## config.mk

```make
export PLATFORM = sky130hd
export DESIGN_NAME = dcc_channel
export DESIGN_NICKNAME = d
export VERILOG_FILES = /design/src/hw/dcc_channel.v
export VERILOG_INCLUDE_DIRS = /design/src /design/src/hw
export SDC_FILE = /design/constraint.sdc
export NUM_CORES = 1
export LEC_CHECK = 0
export BUFFER_PORTS_ARGS = -buffer_cell sky130_fd_sc_hd__buf_2
export CORE_MARGIN = 4
export CORE_UTILIZATION = 40
export CTS_CLUSTER_SIZE = 16
export DETAILED_ROUTE_END_ITERATION = 10
export MAX_ROUTING_LAYER = met4
export PLACE_DENSITY = 0.58
export SLEW_MARGIN = 30
export SYNTH_ARGS = -nofsm -noshare
export SYNTH_HDL_FRONTEND = slang
export SYNTH_SLANG_ARGS = --single-unit
```

## constraint.sdc

```tcl
create_clock -name i_clk_sys -period 2.7 [get_ports i_clk_sys]
set_clock_uncertainty 0.05 [all_clocks]
set_input_delay 0.27 -clock i_clk_sys [delete_from_list [all_inputs] [get_ports i_clk_sys]]
set_output_delay 0.27 -clock i_clk_sys [all_outputs]
set_load 0.02 [all_outputs]
```

## src/hw/dcc_map.vh

```
// Constants of the disk command channel: decode fields, codes, layouts.
`ifndef DCC_MAP_VH
`define DCC_MAP_VH
`define DCC_CLASS_HI 23
`define DCC_CLASS_LO 18
`define DCC_CLASS_CODE 6'o25
`define DCC_OP_HI 14
`define DCC_OP_LO 12
`define DCC_DEV_HI 11
`define DCC_DEV_LO 6
`define DCC_OP_ACT 3'h1
`define DCC_OP_RTZ 3'h2
`define DCC_OP_ABT 3'h3
`define DCC_OP_XFER 3'h4
`define DCC_OP_RSTAT 3'h5
`define DCC_CW1_WRITE 23
`define DCC_CW1_UNIT_HI 17
`define DCC_CW1_UNIT_LO 16
`define DCC_CW1_CYL_HI 15
`define DCC_CW1_CYL_LO 8
`define DCC_CW1_HEAD_HI 7
`define DCC_CW1_HEAD_LO 4
`define DCC_CW1_SEC_HI 3
`define DCC_CW1_SEC_LO 0
`define DCC_CW2_CNT_HI 13
`define DCC_STAT_W 10
`define DCC_MAX_SECTOR 4'hf
`define DCC_DEV_ADDR_RST 6'h10
`define DCC_PTR_ADDR_RST 15'h0000
`endif

```

## src/hw/dcc_channel.v

```verilog
// Disk command channel: instruction decode, control word fetch, sequencer.
//
// The register offsets and the address-and-strobe port were decided locally.
`include "dcc_map.vh"
module dcc_channel #(
   parameter AW = 15,
   parameter DW = 24
) (
   input wire i_clk_sys,
   input wire i_reset_n,
   // Instruction strobe from the host
   input wire i_instr_valid,
   input wire [DW-1:0] i_instr,
   // Core memory port
   output reg o_mem_rd,
   output reg o_mem_wr,
   output reg [AW-1:0] o_mem_addr,
   output reg [DW-1:0] o_mem_wdata,
   input wire i_mem_ack,
   input wire [DW-1:0] i_mem_rdata,
   // Disk side
   output reg o_seek,
   output reg o_rtz,
   output reg o_clr_seek_err,
   output reg [1:0] o_unit,
   output reg [7:0] o_cyl,
   output reg [3:0] o_head,
   output reg [3:0] o_sector,
   output reg o_write,
   output reg o_header_write,
   input wire i_seek_done,
   input wire i_sector_match,
   input wire i_sector_end,
   input wire i_word_strobe,
   input wire [DW-1:0] i_disk_rdata,
   output reg [DW-1:0] o_disk_wdata,
   output reg o_xfer_active,
   input wire [`DCC_STAT_W-1:0] i_err_set,
   input wire i_header_sel,
   // Host status lines
   output reg o_busy,
   output reg o_error,
   // Software register port
   input wire [1:0] i_reg_addr,
   input wire [DW-1:0] i_reg_wdata,
   input wire i_reg_wr,
   input wire i_reg_rd,
   output reg [DW-1:0] o_reg_rdata
);
   // ****************************************
   // Registers and state codes
   // ****************************************
   localparam ST_IDLE = 4'h0;
   localparam ST_PTR = 4'h1;
   localparam ST_CW1 = 4'h2;
   localparam ST_CW2 = 4'h3;
   localparam ST_CW3 = 4'h4;
   localparam ST_SEEK = 4'h5;
   localparam ST_SECT = 4'h6;
   localparam ST_XFER = 4'h7;
   localparam ST_MEMW = 4'h8;
   localparam ST_NEXTC = 4'h9;
   localparam ST_STAT = 4'ha;
   localparam ST_FILL = 4'hb;

   reg [3:0] state_q;
   reg [AW-1:0] car_q;
   reg [13:0] count_q;
   reg abort_q;
   reg [`DCC_STAT_W-1:0] status_q;
   reg [5:0] dev_addr_q;
   reg [AW-1:0] ptr_addr_q;

   // ****************************************
   // Instruction decode; bits 5 to 0 never matter
   // ****************************************
   wire cmd_hit = i_instr_valid &&
      (i_instr[`DCC_CLASS_HI:`DCC_CLASS_LO] == `DCC_CLASS_CODE) &&
      (i_instr[`DCC_DEV_HI:`DCC_DEV_LO] == dev_addr_q);
   wire [2:0] op = i_instr[`DCC_OP_HI:`DCC_OP_LO];
   wire idle = (state_q == ST_IDLE);
   wire err_now = |status_q;
   wire cw_ack = i_mem_ack && o_mem_rd;

   // ****************************************
   // Software registers: device address, pointer address, status
   // ****************************************
   always @(posedge i_clk_sys or negedge i_reset_n) begin
      if (!i_reset_n) begin
         dev_addr_q <= `DCC_DEV_ADDR_RST;
         ptr_addr_q <= `DCC_PTR_ADDR_RST;
         o_reg_rdata <= 24'h000000;
      end else begin
         if (i_reg_wr && i_reg_addr == 2'h0) begin
            dev_addr_q <= i_reg_wdata[5:0];
         end
         if (i_reg_wr && i_reg_addr == 2'h1) begin
            ptr_addr_q <= i_reg_wdata[AW-1:0];
         end
         // Data stand only in the cycle after the read strobe
         o_reg_rdata <= 24'h000000;
         if (i_reg_rd) begin
            case (i_reg_addr)
               2'h0: o_reg_rdata <= {18'h00000, dev_addr_q};
               2'h1: o_reg_rdata <= {{(DW-AW){1'b0}}, ptr_addr_q};
               2'h2: o_reg_rdata <= {14'h0000, status_q};
               2'h3: o_reg_rdata <= {state_q, 6'h00, count_q};
               default: o_reg_rdata <= 24'h000000;
            endcase
         end
      end
   end

   // ****************************************
   // Command sequencer
   // ****************************************
   always @(posedge i_clk_sys or negedge i_reset_n) begin
      if (!i_reset_n) begin
         state_q <= ST_IDLE;
         car_q <= 15'h0000;
         count_q <= 14'h0000;
         abort_q <= 1'b0;
         status_q <= 10'h000;
         o_mem_rd <= 1'b0;
         o_mem_wr <= 1'b0;
         o_mem_addr <= 15'h0000;
         o_mem_wdata <= 24'h000000;
         o_seek <= 1'b0;
         o_rtz <= 1'b0;
         o_clr_seek_err <= 1'b0;
         o_unit <= 2'h0;
         o_cyl <= 8'h00;
         o_head <= 4'h0;
         o_sector <= 4'h0;
         o_write <= 1'b0;
         o_header_write <= 1'b0;
         o_disk_wdata <= 24'h000000;
         o_xfer_active <= 1'b0;
         o_busy <= 1'b0;
         o_error <= 1'b0;
      end else begin
         o_seek <= 1'b0;
         o_rtz <= 1'b0;
         o_clr_seek_err <= 1'b0;
         o_mem_wr <= 1'b0;
         // Errors accumulate; the transfer clear below loses to a new error
         status_q <= status_q | i_err_set;
         o_error <= |(status_q | i_err_set);
         if (cmd_hit) begin
            case (op)
               `DCC_OP_ACT: begin
                  // A busy line raised by an earlier activate stays set
                  if (!o_busy) begin
                     o_busy <= 1'b1;
                  end
               end
               `DCC_OP_RTZ: begin
                  if (idle) begin
                     o_rtz <= 1'b1;
                     o_clr_seek_err <= 1'b1;
                     o_cyl <= 8'h00;
                  end
               end
               `DCC_OP_ABT: begin
                  // An idle abort leaves nothing behind
                  if (!idle) begin
                     abort_q <= 1'b1;
                     if (state_q == ST_SEEK) begin
                        o_busy <= 1'b0;
                     end
                  end
               end
               `DCC_OP_XFER: begin
                  if (idle) begin
                     status_q <= i_err_set;
                     car_q <= ptr_addr_q;
                     o_mem_addr <= ptr_addr_q;
                     o_mem_rd <= 1'b1;
                     o_busy <= 1'b1;
                     abort_q <= 1'b0;
                     state_q <= ST_PTR;
                  end
               end
               `DCC_OP_RSTAT: begin
                  if (idle) begin
                     o_mem_addr <= ptr_addr_q;
                     o_mem_rd <= 1'b1;
                     o_busy <= 1'b1;
                     state_q <= ST_STAT;
                  end
               end
               default: begin
               end
            endcase
         end
         case (state_q)
            ST_PTR: begin
               if (cw_ack) begin
                  car_q <= i_mem_rdata[AW-1:0];
                  o_mem_addr <= i_mem_rdata[AW-1:0];
                  state_q <= ST_CW1;
               end
            end
            ST_CW1: begin
               if (cw_ack) begin
                  o_write <= i_mem_rdata[`DCC_CW1_WRITE];
                  o_header_write <= i_mem_rdata[`DCC_CW1_WRITE] &&
                     i_header_sel;
                  o_unit <= i_mem_rdata[`DCC_CW1_UNIT_HI:`DCC_CW1_UNIT_LO];
                  o_cyl <= i_mem_rdata[`DCC_CW1_CYL_HI:`DCC_CW1_CYL_LO];
                  o_head <= i_mem_rdata[`DCC_CW1_HEAD_HI:`DCC_CW1_HEAD_LO];
                  o_sector <=
                     i_mem_rdata[`DCC_CW1_SEC_HI:`DCC_CW1_SEC_LO];
                  car_q <= car_q + 15'h0001;
                  o_mem_addr <= car_q + 15'h0001;
                  state_q <= ST_CW2;
               end
            end
            ST_CW2: begin
               if (cw_ack) begin
                  count_q <= i_mem_rdata[`DCC_CW2_CNT_HI:0];
                  car_q <= car_q + 15'h0001;
                  o_mem_addr <= car_q + 15'h0001;
                  state_q <= ST_CW3;
               end
            end
            ST_CW3: begin
               if (cw_ack) begin
                  car_q <= i_mem_rdata[AW-1:0];
                  o_mem_rd <= 1'b0;
                  o_seek <= 1'b1;
                  // Seek overlap: the disk finishes the seek alone
                  if (count_q == 14'h0000) begin
                     o_busy <= 1'b0;
                     state_q <= ST_IDLE;
                  end else begin
                     state_q <= ST_SEEK;
                  end
               end
            end
            ST_SEEK: begin
               if (err_now) begin
                  o_busy <= 1'b0;
                  state_q <= ST_IDLE;
               end else if (i_seek_done) begin
                  if (abort_q) begin
                     o_busy <= 1'b0;
                     state_q <= ST_IDLE;
                  end else begin
                     state_q <= ST_SECT;
                  end
               end
            end
            ST_SECT: begin
               if (err_now || abort_q) begin
                  o_busy <= 1'b0;
                  state_q <= ST_IDLE;
               end else if (i_sector_match) begin
                  o_xfer_active <= 1'b1;
                  state_q <= o_write ? ST_FILL : ST_XFER;
                  o_mem_addr <= car_q;
                  o_mem_rd <= o_write;
               end
            end
            // Next write word comes from core before the disk asks
            ST_FILL: begin
               if (i_mem_ack) begin
                  o_mem_rd <= 1'b0;
                  o_disk_wdata <= i_mem_rdata;
                  state_q <= ST_XFER;
               end
            end
            ST_XFER: begin
               // Errors end the transfer at once, sector or not
               if (err_now) begin
                  o_xfer_active <= 1'b0;
                  o_busy <= 1'b0;
                  state_q <= ST_IDLE;
               end else if (i_word_strobe) begin
                  car_q <= car_q + 15'h0001;
                  count_q <= count_q - 14'h0001;
                  if (!o_write) begin
                     // One word in flight: core takes it before the next
                     o_mem_addr <= car_q;
                     o_mem_wdata <= i_disk_rdata;
                     o_mem_wr <= 1'b1;
                     state_q <= ST_MEMW;
                  end else if (count_q == 14'h0000) begin
                     o_xfer_active <= 1'b0;
                     o_busy <= 1'b0;
                     state_q <= ST_IDLE;
                  end else begin
                     o_mem_addr <= car_q + 15'h0001;
                     o_mem_rd <= 1'b1;
                     state_q <= ST_FILL;
                  end
               end else if (i_sector_end) begin
                  if (abort_q) begin
                     o_xfer_active <= 1'b0;
                     o_busy <= 1'b0;
                     state_q <= ST_IDLE;
                  end else if (o_sector == `DCC_MAX_SECTOR) begin
                     // Cylinder carry-over restarts at head zero
                     o_xfer_active <= 1'b0;
                     o_cyl <= o_cyl + 8'h01;
                     o_head <= 4'h0;
                     o_sector <= 4'h0;
                     o_seek <= 1'b1;
                     state_q <= ST_NEXTC;
                  end else begin
                     o_sector <= o_sector + 4'h1;
                  end
               end
            end
            ST_MEMW: begin
               if (i_mem_ack) begin
                  // Read side ends once the count was taken from zero
                  state_q <= (count_q == 14'h3fff) ? ST_IDLE : ST_XFER;
                  if (count_q == 14'h3fff) begin
                     o_xfer_active <= 1'b0;
                     o_busy <= 1'b0;
                  end
               end
            end
            // Waiting on the seek to the next cylinder
            ST_NEXTC: begin
               if (err_now || abort_q) begin
                  o_busy <= 1'b0;
                  state_q <= ST_IDLE;
               end else if (i_seek_done) begin
                  state_q <= ST_SECT;
               end
            end
            ST_STAT: begin
               if (cw_ack) begin
                  // Upper pointer bits go back unchanged
                  o_mem_rd <= 1'b0;
                  o_mem_wdata <= {i_mem_rdata[DW-1:`DCC_STAT_W],
                     status_q};
                  o_mem_wr <= 1'b1;
                  state_q <= ST_MEMW;
                  count_q <= 14'h3fff;
               end
            end
            default: begin
            end
         endcase
      end
   end
endmodule

```

# ---- Word-level counts from Yosys, hierarchy flattened
# Cells that the tools add are included.
dict set report word_totals {
  inputBits 119
  latch_bits 0
  register_bits 179
  out_inout_bits 115
  ram_bits 0
  mem_bits_ro 0
  memories 0
  word_cells 249
}
dict set report classes {
  n_bitwise 1
  shifts 0
  magnitude_cmp 0
  multipliers 0
  add_sub_neg 4
  reduce_logical 30
  n_eq_ne 43
  div_mod_pow 0
  n_mux 147
}
# operator n
set ops {}
lappend ops {{$mux W15} 18}
lappend ops {{$mux W4} 36}
lappend ops {{$mux W24} 5}
lappend ops {{$pmux W24 S4} 1}
lappend ops {{$mux W8} 9}
lappend ops {{$pmux W15 S4} 1}
lappend ops {{$mux W14} 4}
lappend ops {{$mux W1} 52}
lappend ops {{$pmux W24 S2} 1}
lappend ops {{$pmux W15 S3} 1}
lappend ops {{$pmux W4 S11} 1}
lappend ops {{$pmux W14 S3} 1}
lappend ops {{$ne A2 B2 Y1 const B} 16}
lappend ops {{$mux W10} 3}
lappend ops {{$pmux W4 S2} 3}
lappend ops {{$eq A4 B4 Y1 const B} 5}
lappend ops {{$reduce_or A10 Y1} 2}
lappend ops {{$eq A4 B3 Y1 const B} 4}
lappend ops {{$pmux W8 S2} 1}
lappend ops {{$add A15 B1 Y15 const B} 1}
lappend ops {{$eq A14 B14 Y1 const B} 1}
lappend ops {{$logic_not A14 Y1} 1}
lappend ops {{$sub A14 B1 Y14 const B} 1}
lappend ops {{$ne A4 B4 Y1 const B} 3}
lappend ops {{other kinds (31)} 54}

# ---- Longest topological paths before layout
# Gate-level depths: netlist (run 1).
dict set report logic_depth {
  word_depth 10
  ltp_mapped 10
  ltp_nobuf 9
}

# ---- Least setup slack after synthesis (run 1)
# No wires, ideal clock.
dict set report synth_timing {
  path_type {register to register}
  from {reg state_q[1]}
  to {reg car_q[5]}
  setup_ps 120
  required_ps 2530
  synth_period_minus_slack_ps 2433
  setup_slack_ps 267
  n_path_buf 2
  stages_incl_launch_ff 10
  arrival_time_ps 2262
  cell_sequence {dfrtp_1 > or4_1 > buf_6 > nor3b_4 > nand4_4 > nor2_4 > buf_6 > mux2i_1 > nand2_1 > a31o_2}
}
dict set report synth_between {
  elab_chain_cells 7
  word_cells_on_any_way 16
  cone_classes {eq/ne (5); mux (8); reduce/logical (3)}
}
# element line
set synth_rtl {}
lappend synth_rtl {{start: declaration} dcc_channel.v:66} ;# reg [3:0] state_q;
lappend synth_rtl {{start signal: assignment} dcc_channel.v:260} ;# state_q <= o_write ? ST_FILL : ST_XFER;
lappend synth_rtl {{start signal: assignment} dcc_channel.v:318} ;# state_q <= (count_q == 14'h3fff) ? ST_IDLE : ST_XFER;
lappend synth_rtl {{$logic_not A4 Y1} dcc_channel.v:81} ;# wire idle = (state_q == ST_IDLE);
lappend synth_rtl {{$mux W15} dcc_channel.v:174} ;# if (idle) begin
lappend synth_rtl {{$mux W15} dcc_channel.v:150} ;# case (op)
lappend synth_rtl {{$mux W15} dcc_channel.v:149} ;# if (cmd_hit) begin
lappend synth_rtl {{$mux W15} dcc_channel.v:279} ;# end else if (i_word_strobe) begin
lappend synth_rtl {{$mux W15} dcc_channel.v:275} ;# if (err_now) begin
lappend synth_rtl {{$pmux W15 S3 (*)} dcc_channel.v:196} ;# case (state_q)
lappend synth_rtl {{end signal: assignment} dcc_channel.v:199} ;# car_q <= i_mem_rdata[AW-1:0];
lappend synth_rtl {{end signal: assignment} dcc_channel.v:214} ;# car_q <= car_q + 15'h0001;
lappend synth_rtl {{end signal: assignment} dcc_channel.v:280} ;# car_q <= car_q + 15'h0001;
lappend synth_rtl {{end: declaration} dcc_channel.v:67} ;# reg [AW-1:0] car_q;
# Every way passes the cells marked *; elsewhere a longest branch is shown, timed or not.
# A chain may end at the register's enable or synchronous reset.

# ---- Worst setup path in the final report (run 1)
dict set report layout_timing {
  from {reg dev_addr_q[4]}
  to {reg car_q[2]}
}
dict set report layout_between {
  elab_chain_cells 6
  word_cells_on_any_way 8
  cone_classes {eq/ne (1); mux (6); reduce/logical (1)}
}
# element line
set layout_rtl {}
lappend layout_rtl {{start: declaration} dcc_channel.v:71} ;# reg [5:0] dev_addr_q;
lappend layout_rtl {{start signal: assignment} dcc_channel.v:90} ;# dev_addr_q <= `DCC_DEV_ADDR_RST;
lappend layout_rtl {{start signal: assignment} dcc_channel.v:95} ;# dev_addr_q <= i_reg_wdata[5:0];
lappend layout_rtl {{$eq A6 B6 Y1 (*)} dcc_channel.v:79} ;# (i_instr[`DCC_DEV_HI:`DCC_DEV_LO] == dev_addr_q);
lappend layout_rtl {{$logic_and A1 B1 Y1 (*)} dcc_channel.v:77} ;# wire cmd_hit = i_instr_valid &&
lappend layout_rtl {{$mux W15 (*)} dcc_channel.v:149}
lappend layout_rtl {{$mux W15} dcc_channel.v:279}
lappend layout_rtl {{$mux W15} dcc_channel.v:275}
lappend layout_rtl {{$pmux W15 S3 (*)} dcc_channel.v:196}
# Marked as above.

==> qor.csv, run 1 <==
metric;value;unit
R2R setup slack;0.11;ns
Seq/Total Area, Yosys;0.4220;
cell row count;58;
end point of the critical path;car_q[2];
initial antenna violation count;2;
Die W;168.6;um
DR iter-0 viols;1032;
Synthesis Warnings;0;
share of the cycle needed by the critical path after routing;0.9581;
WS Path Type;register to register;
CP required;2.97;ns
adder-cell share of the synthesized area;0.007274;
max cap viols;0;
Clock Latency Late Sink;0.44;ns
Synth Instances;1111;
DRC viols;0;
die area;28430;sq um
Min Hold Slack;0.01428;ns
reg2reg path depth;8;
Final ANT Viol Nets;0;
first-pass GRT wire length;59.11;mm
H-tree depth;4;
cell area after synthesis;10320;sq um
Worst Tran Pin Value;0.8352;ns
Lkg Pwr;5.996;nW
xor/xnor cell area share of the yosys netlist;0.01782;
clk slew on worst S/H paths;0.07;ns
First-pass DRT Iterations;5;
power density over cell area;672.4;nW/um^2
main combinational cell family by area after synthesis;compound AO/OA/AOI/OAI gates;
Hold Crit Class;primary input to register;
# IOs;234;
# setup viols final;0;
Layout Nets;1489;
core area;25250;sq um
global router's overall resource usage;0.2779;
root buffer cell;clkbuf_16;
final hold vios;0;
DIE HEIGHT;168.6;um
Netlist cell types;83;
vias;10040;
Post-DP Area;12210;sq um
Port Buffers;210;
crit end category;register;
syn_area_per_cell;9.289;sq um
largest net degree at the start of global routing;65;
Top FF cell, synth;dfrtp_1;
#FFs+latches synth;174;
initial core utilization;0.4086;
drt via density;5.874;
R2R Path End;car_q[2];
Worst EP arrival;2.85;ns
wire per inst;22.77;um
EDFF count, synth;0;
WL final;38.92;mm
CP Launch Type;register;
Max Clk Rate;386.6;MHz
TritonCTS clock tree;built;
share of cells above drive strength 1;0.3065;
FILL cells;2395;
complex-gate fraction of the synthesized area;0.2065;
status;finished, final reports clean;
multiplexer share of the synthesized area;0.1237;
simple-gate share of the synthesized area;0.1804;
HPWL after DPL;28.44;mm
min Tclk post-route;2.587;ns
share of synthesized flip-flops with an asynchronous set or reset;1.000;
Worst slew margin;0.4381;
Final Instance Area;13010;sq um
vias in the first global route;9680;
worst r2r src;dev_addr_q[4];
Slew Viols, Final;0;
worst vdd ir;0.3892;mV
cts bufs inserted;17;
GP Congestion;0.9723;
Total Power;8.745;mW
GR Overflow Total;0;
CP startpoint;dev_addr_q[4];
Crit Path Max Fanout;5;
P&R area growth vs syn;26.03;%
clk sinks;174;
Clock Path Buffers;2;
metal layers:
metal,part of all wire,global-route usage
met5,0,-
met4,0.036,0.1080
met3,0.080,0.04507
met2,0.46,0.4244
met1,0.43,0.3740
cells by family after synthesis:
| family | count (synthesis) |
|---|---|
| simple gates | 367 |
| compound gates | 331 |
| flops | 174 |
| mux | 113 |
| buf+inv | 98 |
| xor+xnor | 21 |
| fa+ha+maj | 6 |
| other cells | 1 |
placed cells by master (no fill, tap or decap), types with 11 or more instances in the layout:
cell type / n
nor3_1: 21
nor4_1: 12
clkbuf_16: 17
xor2_1: 16
a21oi_1: 76
buf_4: 88
nor2_1: 72
mux2i_1: 50
a31oi_1: 15
nand2_1: 123
a22oi_1: 22
inv_1: 11
and3_1: 14
dfrtp_1: 173
o211ai_1: 12
buf_2: 209
nand3_1: 32
a21o_1: 14
nand4_1: 14
and2_1: 12
dlygate4sd3_1: 13
nor2b_1: 11
o21ai_0: 94
mux2_2: 56
timing repair:
item / in CTS / in global routing
buffers inserted: 0 / 2
hold buffers: 13 / 0
resized for setup: 0 / 7
hold endpoints to repair: 72 / 0
setup endpoints to repair: 0 / 15
flip-flops by register name, summed over array words and instances (netlist names), 2 cells and up:
register / cells
car_q: 15
count_q: 14
dev_addr_q: 6
o_cyl: 8
o_disk_wdata: 24
o_head: 4
o_mem_addr: 15
o_mem_wdata: 24
o_reg_rdata: 19
o_sector: 4
o_unit: 2
ptr_addr_q: 15
state_q: 4
status_q: 10
worst min path at each step:
stage / startpoint / to / slack (ns) / depth (start not counted)
6_report: i_reg_wdata[13] / ptr_addr_q[13] / 0.01 / 2
5_1_grt: i_reg_wdata[10] / ptr_addr_q[10] / 0.004 / 2
4_1_cts: i_reg_wdata[13] / ptr_addr_q[13] / 0.0001 / 2
3_5_place_dp: i_reset_n / o_mem_wdata[3] / 0.27 / 1
3_3_place_gp: i_reset_n / o_mem_wdata[3] / 0.26 / 1
2_1_floorplan: i_reset_n / abort_q / -0.08 / 0
power breakdown:
| group | internal [mW] | leakage [nW] | switching (mW) | total (mW) |
|---|---|---|---|---|
| clock | 1.42 | 0.304 | 1.24 | 2.66 |
| sequential | 2.93 | 2.26 | 0.262 | 3.19 |
| combinational | 1.12 | 3.43 | 1.78 | 2.89 |
| total | 5.47 | 6.00 | 3.27 | 8.74 |
critical path, stage by stage, from the launching register on:
cell	delay, ns
dfstp_2	0.56
xor2_1	0.09
nor4_2	0.31
buf_4	0.19
nand3_1	0.20
or3b_1	0.61
nand2_1	0.13
a21oi_1	0.07
a221o_1	0.26
cells in the mapped netlist (8+ instances only):
library cell    n  area [sq um]
nor2b_1        11         68.82
nor3b_1         9         67.56
a22o_1          8         70.07
nor3_1         22         110.1
a21o_1         14         105.1
or3_1           8         50.05
xor2_1         16         140.1
nor4_1         12         75.07
nand2_1       123         461.7
clkbuf_1       60         225.2
a22oi_1        22         165.2
nand4_1        14         87.58
a21oi_1        77         385.4
dfrtp_1       173          4329
nor2_1         74         277.8
a31oi_1        15         93.84
and2_1         13         81.33
buf_2          10         50.05
o21ai_0        94         470.5
mux2_2         56         630.6
and3_1         15         93.84
o211ai_1       12         90.09
o21ai_1         8         40.04
inv_1          11         41.29
nand3_1        32         160.2
mux2i_1        51         510.5
final cells by class:
type	instances	area, sq um	share of cell area
antenna	2	5.005	0.0003848
clock buffer	18	429.2	0.03300
clock inverter	14	192.7	0.01481
inverter	11	41.29	0.003175
multi-input combinational	843	5602	0.4307
sequential	174	4355	0.3349
tap	330	412.9	0.03175
timing repair buffer	317	1968	0.1513
stage by stage:
step	setup slack [ns]	utilization	setup TNS, ns	cells
finish	0.1132	0.5150	0	1709
global route	-0.005097	0.5150	-0.005097	1709
CTS	0.02175	0.5131	0	1705
detailed placement	-0.02414	0.4833	-0.02414	1660
global placement	0.07135	0.4833	0	1660
floorplan	0.2675	-	0	1115
(Power assumes the default switching activity.)
==> inputs of run 2 (changes only) <==
- CORE_UTILIZATION: 40 -> 59
- PLACE_DENSITY: 0.58 -> 0.82
- clock period: 2.7 -> 3.2 ns (I/O delays scaled with it)
==> run 2 against run 1 <==
  * First-iteration DRC count is 14% higher
  * Sequential power is 15% lower
  * Core utilization is 20 points higher
==> qor.csv, run 2 (synthesized netlist as in run 1, its figures left out) <==
metric;value;unit
Die W;140.3;um
Net Sw Frac;0.3763;
cell row count;48;
Crit-path slowest cell;a21oi_1;
# IOs;234;
met1 WL;13.85;mm
max cap viols;0;
Worst Tran Pin Value;0.9675;ns
post-route setup TNS;0;ns
Post-DP Area;11740;sq um
TritonCTS clock tree;built;
top flop regs;o_disk_wdata: 24 flops, o_mem_wdata: 24 flops, o_reg_rdata: 19 flops;
uppermost layer routed;met4;
H-tree depth;4;
HPWL after DPL;25.72;mm
crit-path cells;buf_4 -> nor2b_1 -> o21ai_0 -> a21o_1 -> a21oi_1 -> buf_4 -> o22ai_1 -> a221oi_1 -> o31ai_1;
die area;19670;sq um
Lkg Pwr;5.708;nW
crit end category;register;
Int Pwr;4.513;mW
clk sinks;174;
min Tclk post-route;2.794;ns
Hold Crit Class;primary input to register;
share of the cycle needed by the critical path after routing;0.8731;
GP Congestion;1.011;
Max Clk Rate;357.9;MHz
cts bufs inserted;17;
Clock Path Buffers;2;
total net switching power;2.723;mW
CP Launch Type;register;
worst vdd ir;0.4363;mV
R2R setup slack;0.41;ns
P&R area growth vs syn;19.77;%
most frequent cells in the layout;209 x buf_2, 173 x dfrtp_1, 123 x nand2_1;
global router's overall resource usage;0.3788;
WL met3;4.317;mm
Final ANT Viol Nets;0;
Port Buffers;210;
CP required;3.46;ns
clock share of power;0.300;
final core occ;0.7171;
DRC viols;0;
Clock Latency Late Sink;0.44;ns
DR iter-0 viols;1175;
Worst EP arrival;3.05;ns
commonest non-fill, non-tap cell in the layout;buf_2;
Combinational Power Share;0.328;
First-pass DRT Iterations;6;
WL final;36.24;mm
clk slew on worst S/H paths;0.08;ns
largest net degree at the start of global routing;64;
power density over cell area;585.4;nW/um^2
Slew Viols, Final;0;
Layout Nets;1437;
wire per inst;23.36;um
DIE HEIGHT;140.3;um
final hold vios;0;
vias in the first global route;9855;
most frequent CP cell;buf_4;
Worst slew margin;0.3536;
Largest stage delay, worst path;0.43;ns
core area;17240;sq um
GR Overflow Total;0;
vias;10180;
status;finished, final reports clean;
WS Path Type;register to register;
first-pass GRT wire length;56.61;mm
WL met2;16.14;mm
share of cells above drive strength 1;0.2847;
drt via density;6.563;
Sequential Power Share;0.373;
# setup viols final;0;
initial antenna violation count;2;
root buffer cell;clkbuf_16;
initial core utilization;0.5987;
Crit Path Max Fanout;31;
Final Instance Area;12360;sq um
RSZ-0062 raised after global routing;false;
[run 2: cell types whose count changed in the layout (fill, tap and decap cells not counted), moves of 2 or more]
cell           previous run  this run
nor4_4                    2         0
nor4_2                    3         5
buf_4                    88        52
dlygate4sd3_1            13         1
buf_12                    6         2
[run 2: layout make-up]
| cell class | instances | area [sq um] |
|---|---|---|
| tap | 225 | 281.5 |
| antenna | 2 | 5.005 |
| timing repair buffer | 265 | 1498 |
| inverter | 11 | 41.29 |
| clock inverter | 13 | 167.7 |
| clock buffer | 18 | 439.2 |
| sequential | 174 | 4355 |
| multi-input combinational | 843 | 5573 |
| fill | 1298 | 4876 |
[run 2: power groups by stage]
stage | combinational [mW] | sequential [mW] | clock (mW)
finish | 2.37 | 2.70 | 2.17
global route | 2.56 | 2.72 | 2.26
CTS | 2.33 | 2.68 | 2.17
detailed placement | 2.31 | 2.72 | 0
global placement | 2.28 | 2.71 | 0
floorplan | 1.27 | 2.91 | 0
[run 2: through the flow]
| step | total power [mW] | hold slack [ns] | instances | setup slack (ns) |
|---|---|---|---|---|
| after floorplan | 4.178 | -0.02559 | 1115 | 0.7675 |
| after global placement | 4.988 | 0.2634 | 1517 | 0.5550 |
| after detailed placement | 5.032 | 0.2604 | 1517 | 0.4864 |
| after CTS | 7.185 | 0.01512 | 1549 | 0.4618 |
| after global routing | 7.545 | 0.02225 | 1551 | 0.2868 |
| final | 7.235 | 0.02183 | 1551 | 0.4061 |
[run 2: final timing paths]
path,startpoint,depth (start not counted),to
worst max-delay path,state_q[0],9,car_q[7]
worst min-delay path,i_err_set[5],2,status_q[5]
worst max register to register,state_q[0],9,car_q[7]
worst min register to register,o_mem_wdata[2],2,o_mem_wdata[2]
max in group asynchronous,i_reset_n,3,dev_addr_q[4]
min in group asynchronous,i_reset_n,2,o_mem_wdata[7]
[run 2: critical path: cells and delay by family (launching register included)]
kind,cells,cell delay [ns]
buffers and inverters,2,0.60
AOI/OAI and AO/OA,6,1.29
DFF,1,0.38
and+or+nand+nor,1,0.34
[run 2: timing repair]
item                      CTS  global route
hold endpoints to repair   49             0
setup buffers               0             0
gates resized for setup     0             0
hold buffers                1             0
[run 2: per-layer routing]
layer	vias up	global-route usage
met1	4827	0.4936
met5	-	-
met4	0	0.1652
met3	145	0.09764
met2	694	0.5635
li1	4513	-
==> inputs of run 3 (changes only) <==
- CORE_ASPECT_RATIO: default -> 1.25
==> run 3 against run 2 <==
  * Hold slack gained 0.0014 ns
  * Core utilization grew 1.7 points
  * Maximum frequency grew 0.45%
  * Register-to-register slack is essentially flat
  * Die area is essentially flat
  * Power shrank 0.24%
  * Largest power group unchanged
  * Via count grew 0.34%
  * Worst setup slack gained 0.012 ns
  * First-iteration DRC count grew 3.9%
  * Critical endpoint is now car_q[11]
==> qor.csv, run 3 (synthesized netlist as in run 1, its figures left out) <==
metric;value;unit
CP Launch Type;register;
wire per inst;23.15;um
max cap viols;0;
final hold vios;0;
Port Buffers;210;
top flop regs;o_disk_wdata: 24 flops, o_mem_wdata: 24 flops, o_reg_rdata: 19 flops;
root buffer cell;clkbuf_16;
cts bufs inserted;17;
first-pass GRT wire length;56.03;mm
clk slew on worst S/H paths;0.08;ns
WL final;36.05;mm
Hold Crit Start;i_err_set[0];
FILL cells;1285;
crit end category;register;
share of cells above drive strength 1;0.2917;
status;finished, final reports clean;
Layout Nets;1449;
drt via density;6.560;
total net switching power;2.764;mW
TritonCTS clock tree;built;
Clock Path Buffers;2;
WS Path Type;register to register;
vias in the first global route;10070;
initial core utilization;0.6079;
clk sinks;174;
H-tree depth;4;
most frequent cells in the layout;209 x buf_2, 173 x dfrtp_1, 123 x nand2_1;
Slew Viols, Final;0;
GR Overflow Total;0;
CP required;3.46;ns
Final ANT Viol Nets;0;
Max Clk Rate;359.5;MHz
Worst EP arrival;3.04;ns
DIE HEIGHT;155.9;um
Net Sw Frac;0.3829;
reg2reg path depth;8;
Worst slew margin;0.3988;
die area;19680;sq um
RSZ-0062 raised after global routing;false;
R2R Path End;car_q[11];
Total Power;7.218;mW
Int Pwr;4.454;mW
HPWL after DPL;25.99;mm
cell row count;53;
commonest non-fill, non-tap cell in the layout;buf_2;
DR iter-0 viols;1221;
R2R setup slack;0.42;ns
Hold Crit Class;primary input to register;
Post-DP Area;11840;sq um
share of the cycle needed by the critical path after routing;0.8692;
Crit Path Max Fanout;8;
# IOs;234;
# setup viols final;0;
global router's overall resource usage;0.3772;
DRC viols;0;
First-pass DRT Iterations;5;
Combinational Power Share;0.331;
largest net degree at the start of global routing;70;
P&R area growth vs syn;20.76;%
core area;16980;sq um
Final Instance Area;12460;sq um
worst hold path stage count;2;
Sequential Power Share;0.376;
initial antenna violation count;0;
post-route setup TNS;0;ns
GP Congestion;1.006;
min Tclk post-route;2.781;ns
Clock Latency Late Sink;0.44;ns
vias;10210;
worst vdd ir;0.4392;mV
antenna cells;0;
Lkg Pwr;5.775;nW
Worst Tran Pin Value;0.8998;ns
Die W;126.3;um
power density over cell area;579.2;nW/um^2
clock share of power;0.293;
worst r2r src;state_q[1];
CTS resizes;0;
Hold Path Sink;status_q[0];
==> run 3: cell types whose count changed in the layout (fill, tap and decap cells not counted) <==
| cell | delta |
|---|---|
| buf_4 | +11 |
| clkinv_8 | +2 |
| diode_2 | -2 |
| buf_16 | +1 |
| bufinv_16 | -1 |
| clkinv_4 | +1 |
| inv_6 | -1 |
==> run 3: how the worst max path moves through the flow <==
stage	startpoint	to	slack, ns	cells after the start
after floorplan	state_q[1]	car_q[5]	0.77	9
after global placement	state_q[1]	car_q[11]	0.50	8
after detailed placement	state_q[1]	car_q[11]	0.47	8
after CTS	state_q[1]	car_q[11]	0.44	8
after global routing	state_q[0]	car_q[11]	0.30	8
final	state_q[1]	car_q[11]	0.42	8
==> run 3: metrics by stage <==
step	hold slack, ns	std cells	util	setup slack [ns]
floorplan	-0.02559	1115	-	0.7675
global placement	0.3166	1523	0.6960	0.5040
detailed placement	0.3159	1524	0.6976	0.4690
CTS	0.01613	1557	0.7341	0.4410
global route	0.02401	1557	0.7341	0.2954
finish	0.02325	1557	0.7341	0.4185
==> run 3: repair_timing <==
| action | CTS | global route |
|---|---|---|
| hold endpoints to repair | 66 | 0 |
| buffers inserted | 0 | 0 |
| hold buffers | 1 | 0 |
==> run 3: power by group through the flow <==
stage	logic (mW)	registers (mW)	clock network, mW
after floorplan	1.27	2.91	0
after global placement	2.28	2.72	0
after detailed placement	2.33	2.74	0
after CTS	2.35	2.70	2.13
after global routing	2.56	2.74	2.23
final	2.39	2.72	2.12
==> run 3: layer usage <==
metal | GRT usage | vias to the layer above | wire length, um | share of wire
met2 | 0.5853 | 682 | 16660 | 0.46
met1 | 0.4481 | 4814 | 12980 | 0.36
li1 | - | 4537 | - | -
met5 | - | - | 0 | 0
met3 | 0.09247 | 181 | 3963 | 0.11
met4 | 0.2218 | 0 | 2448 | 0.068
==> run 3: cell type report <==
cell class,instances,area [sq um],area share
clock buffers,18,439.2,0.03524
well taps,220,275.3,0.02209
inverters,11,41.29,0.003313
multi-input cells,843,5573,0.4472
repair buffers,277,1608,0.1290
flip-flops and latches,174,4355,0.3495
clock inverters,14,170.2,0.01365
==> run 3: critical path, cell delays in order (launching register included) <==
cell       delay [ns]
dfrtp_1          0.38
or4_1            0.60
nor3b_4          0.29
nand4_4          0.28
nor2_4           0.33
buf_4            0.26
mux2i_1          0.21
a2bb2oi_1        0.15
o21ai_0          0.09
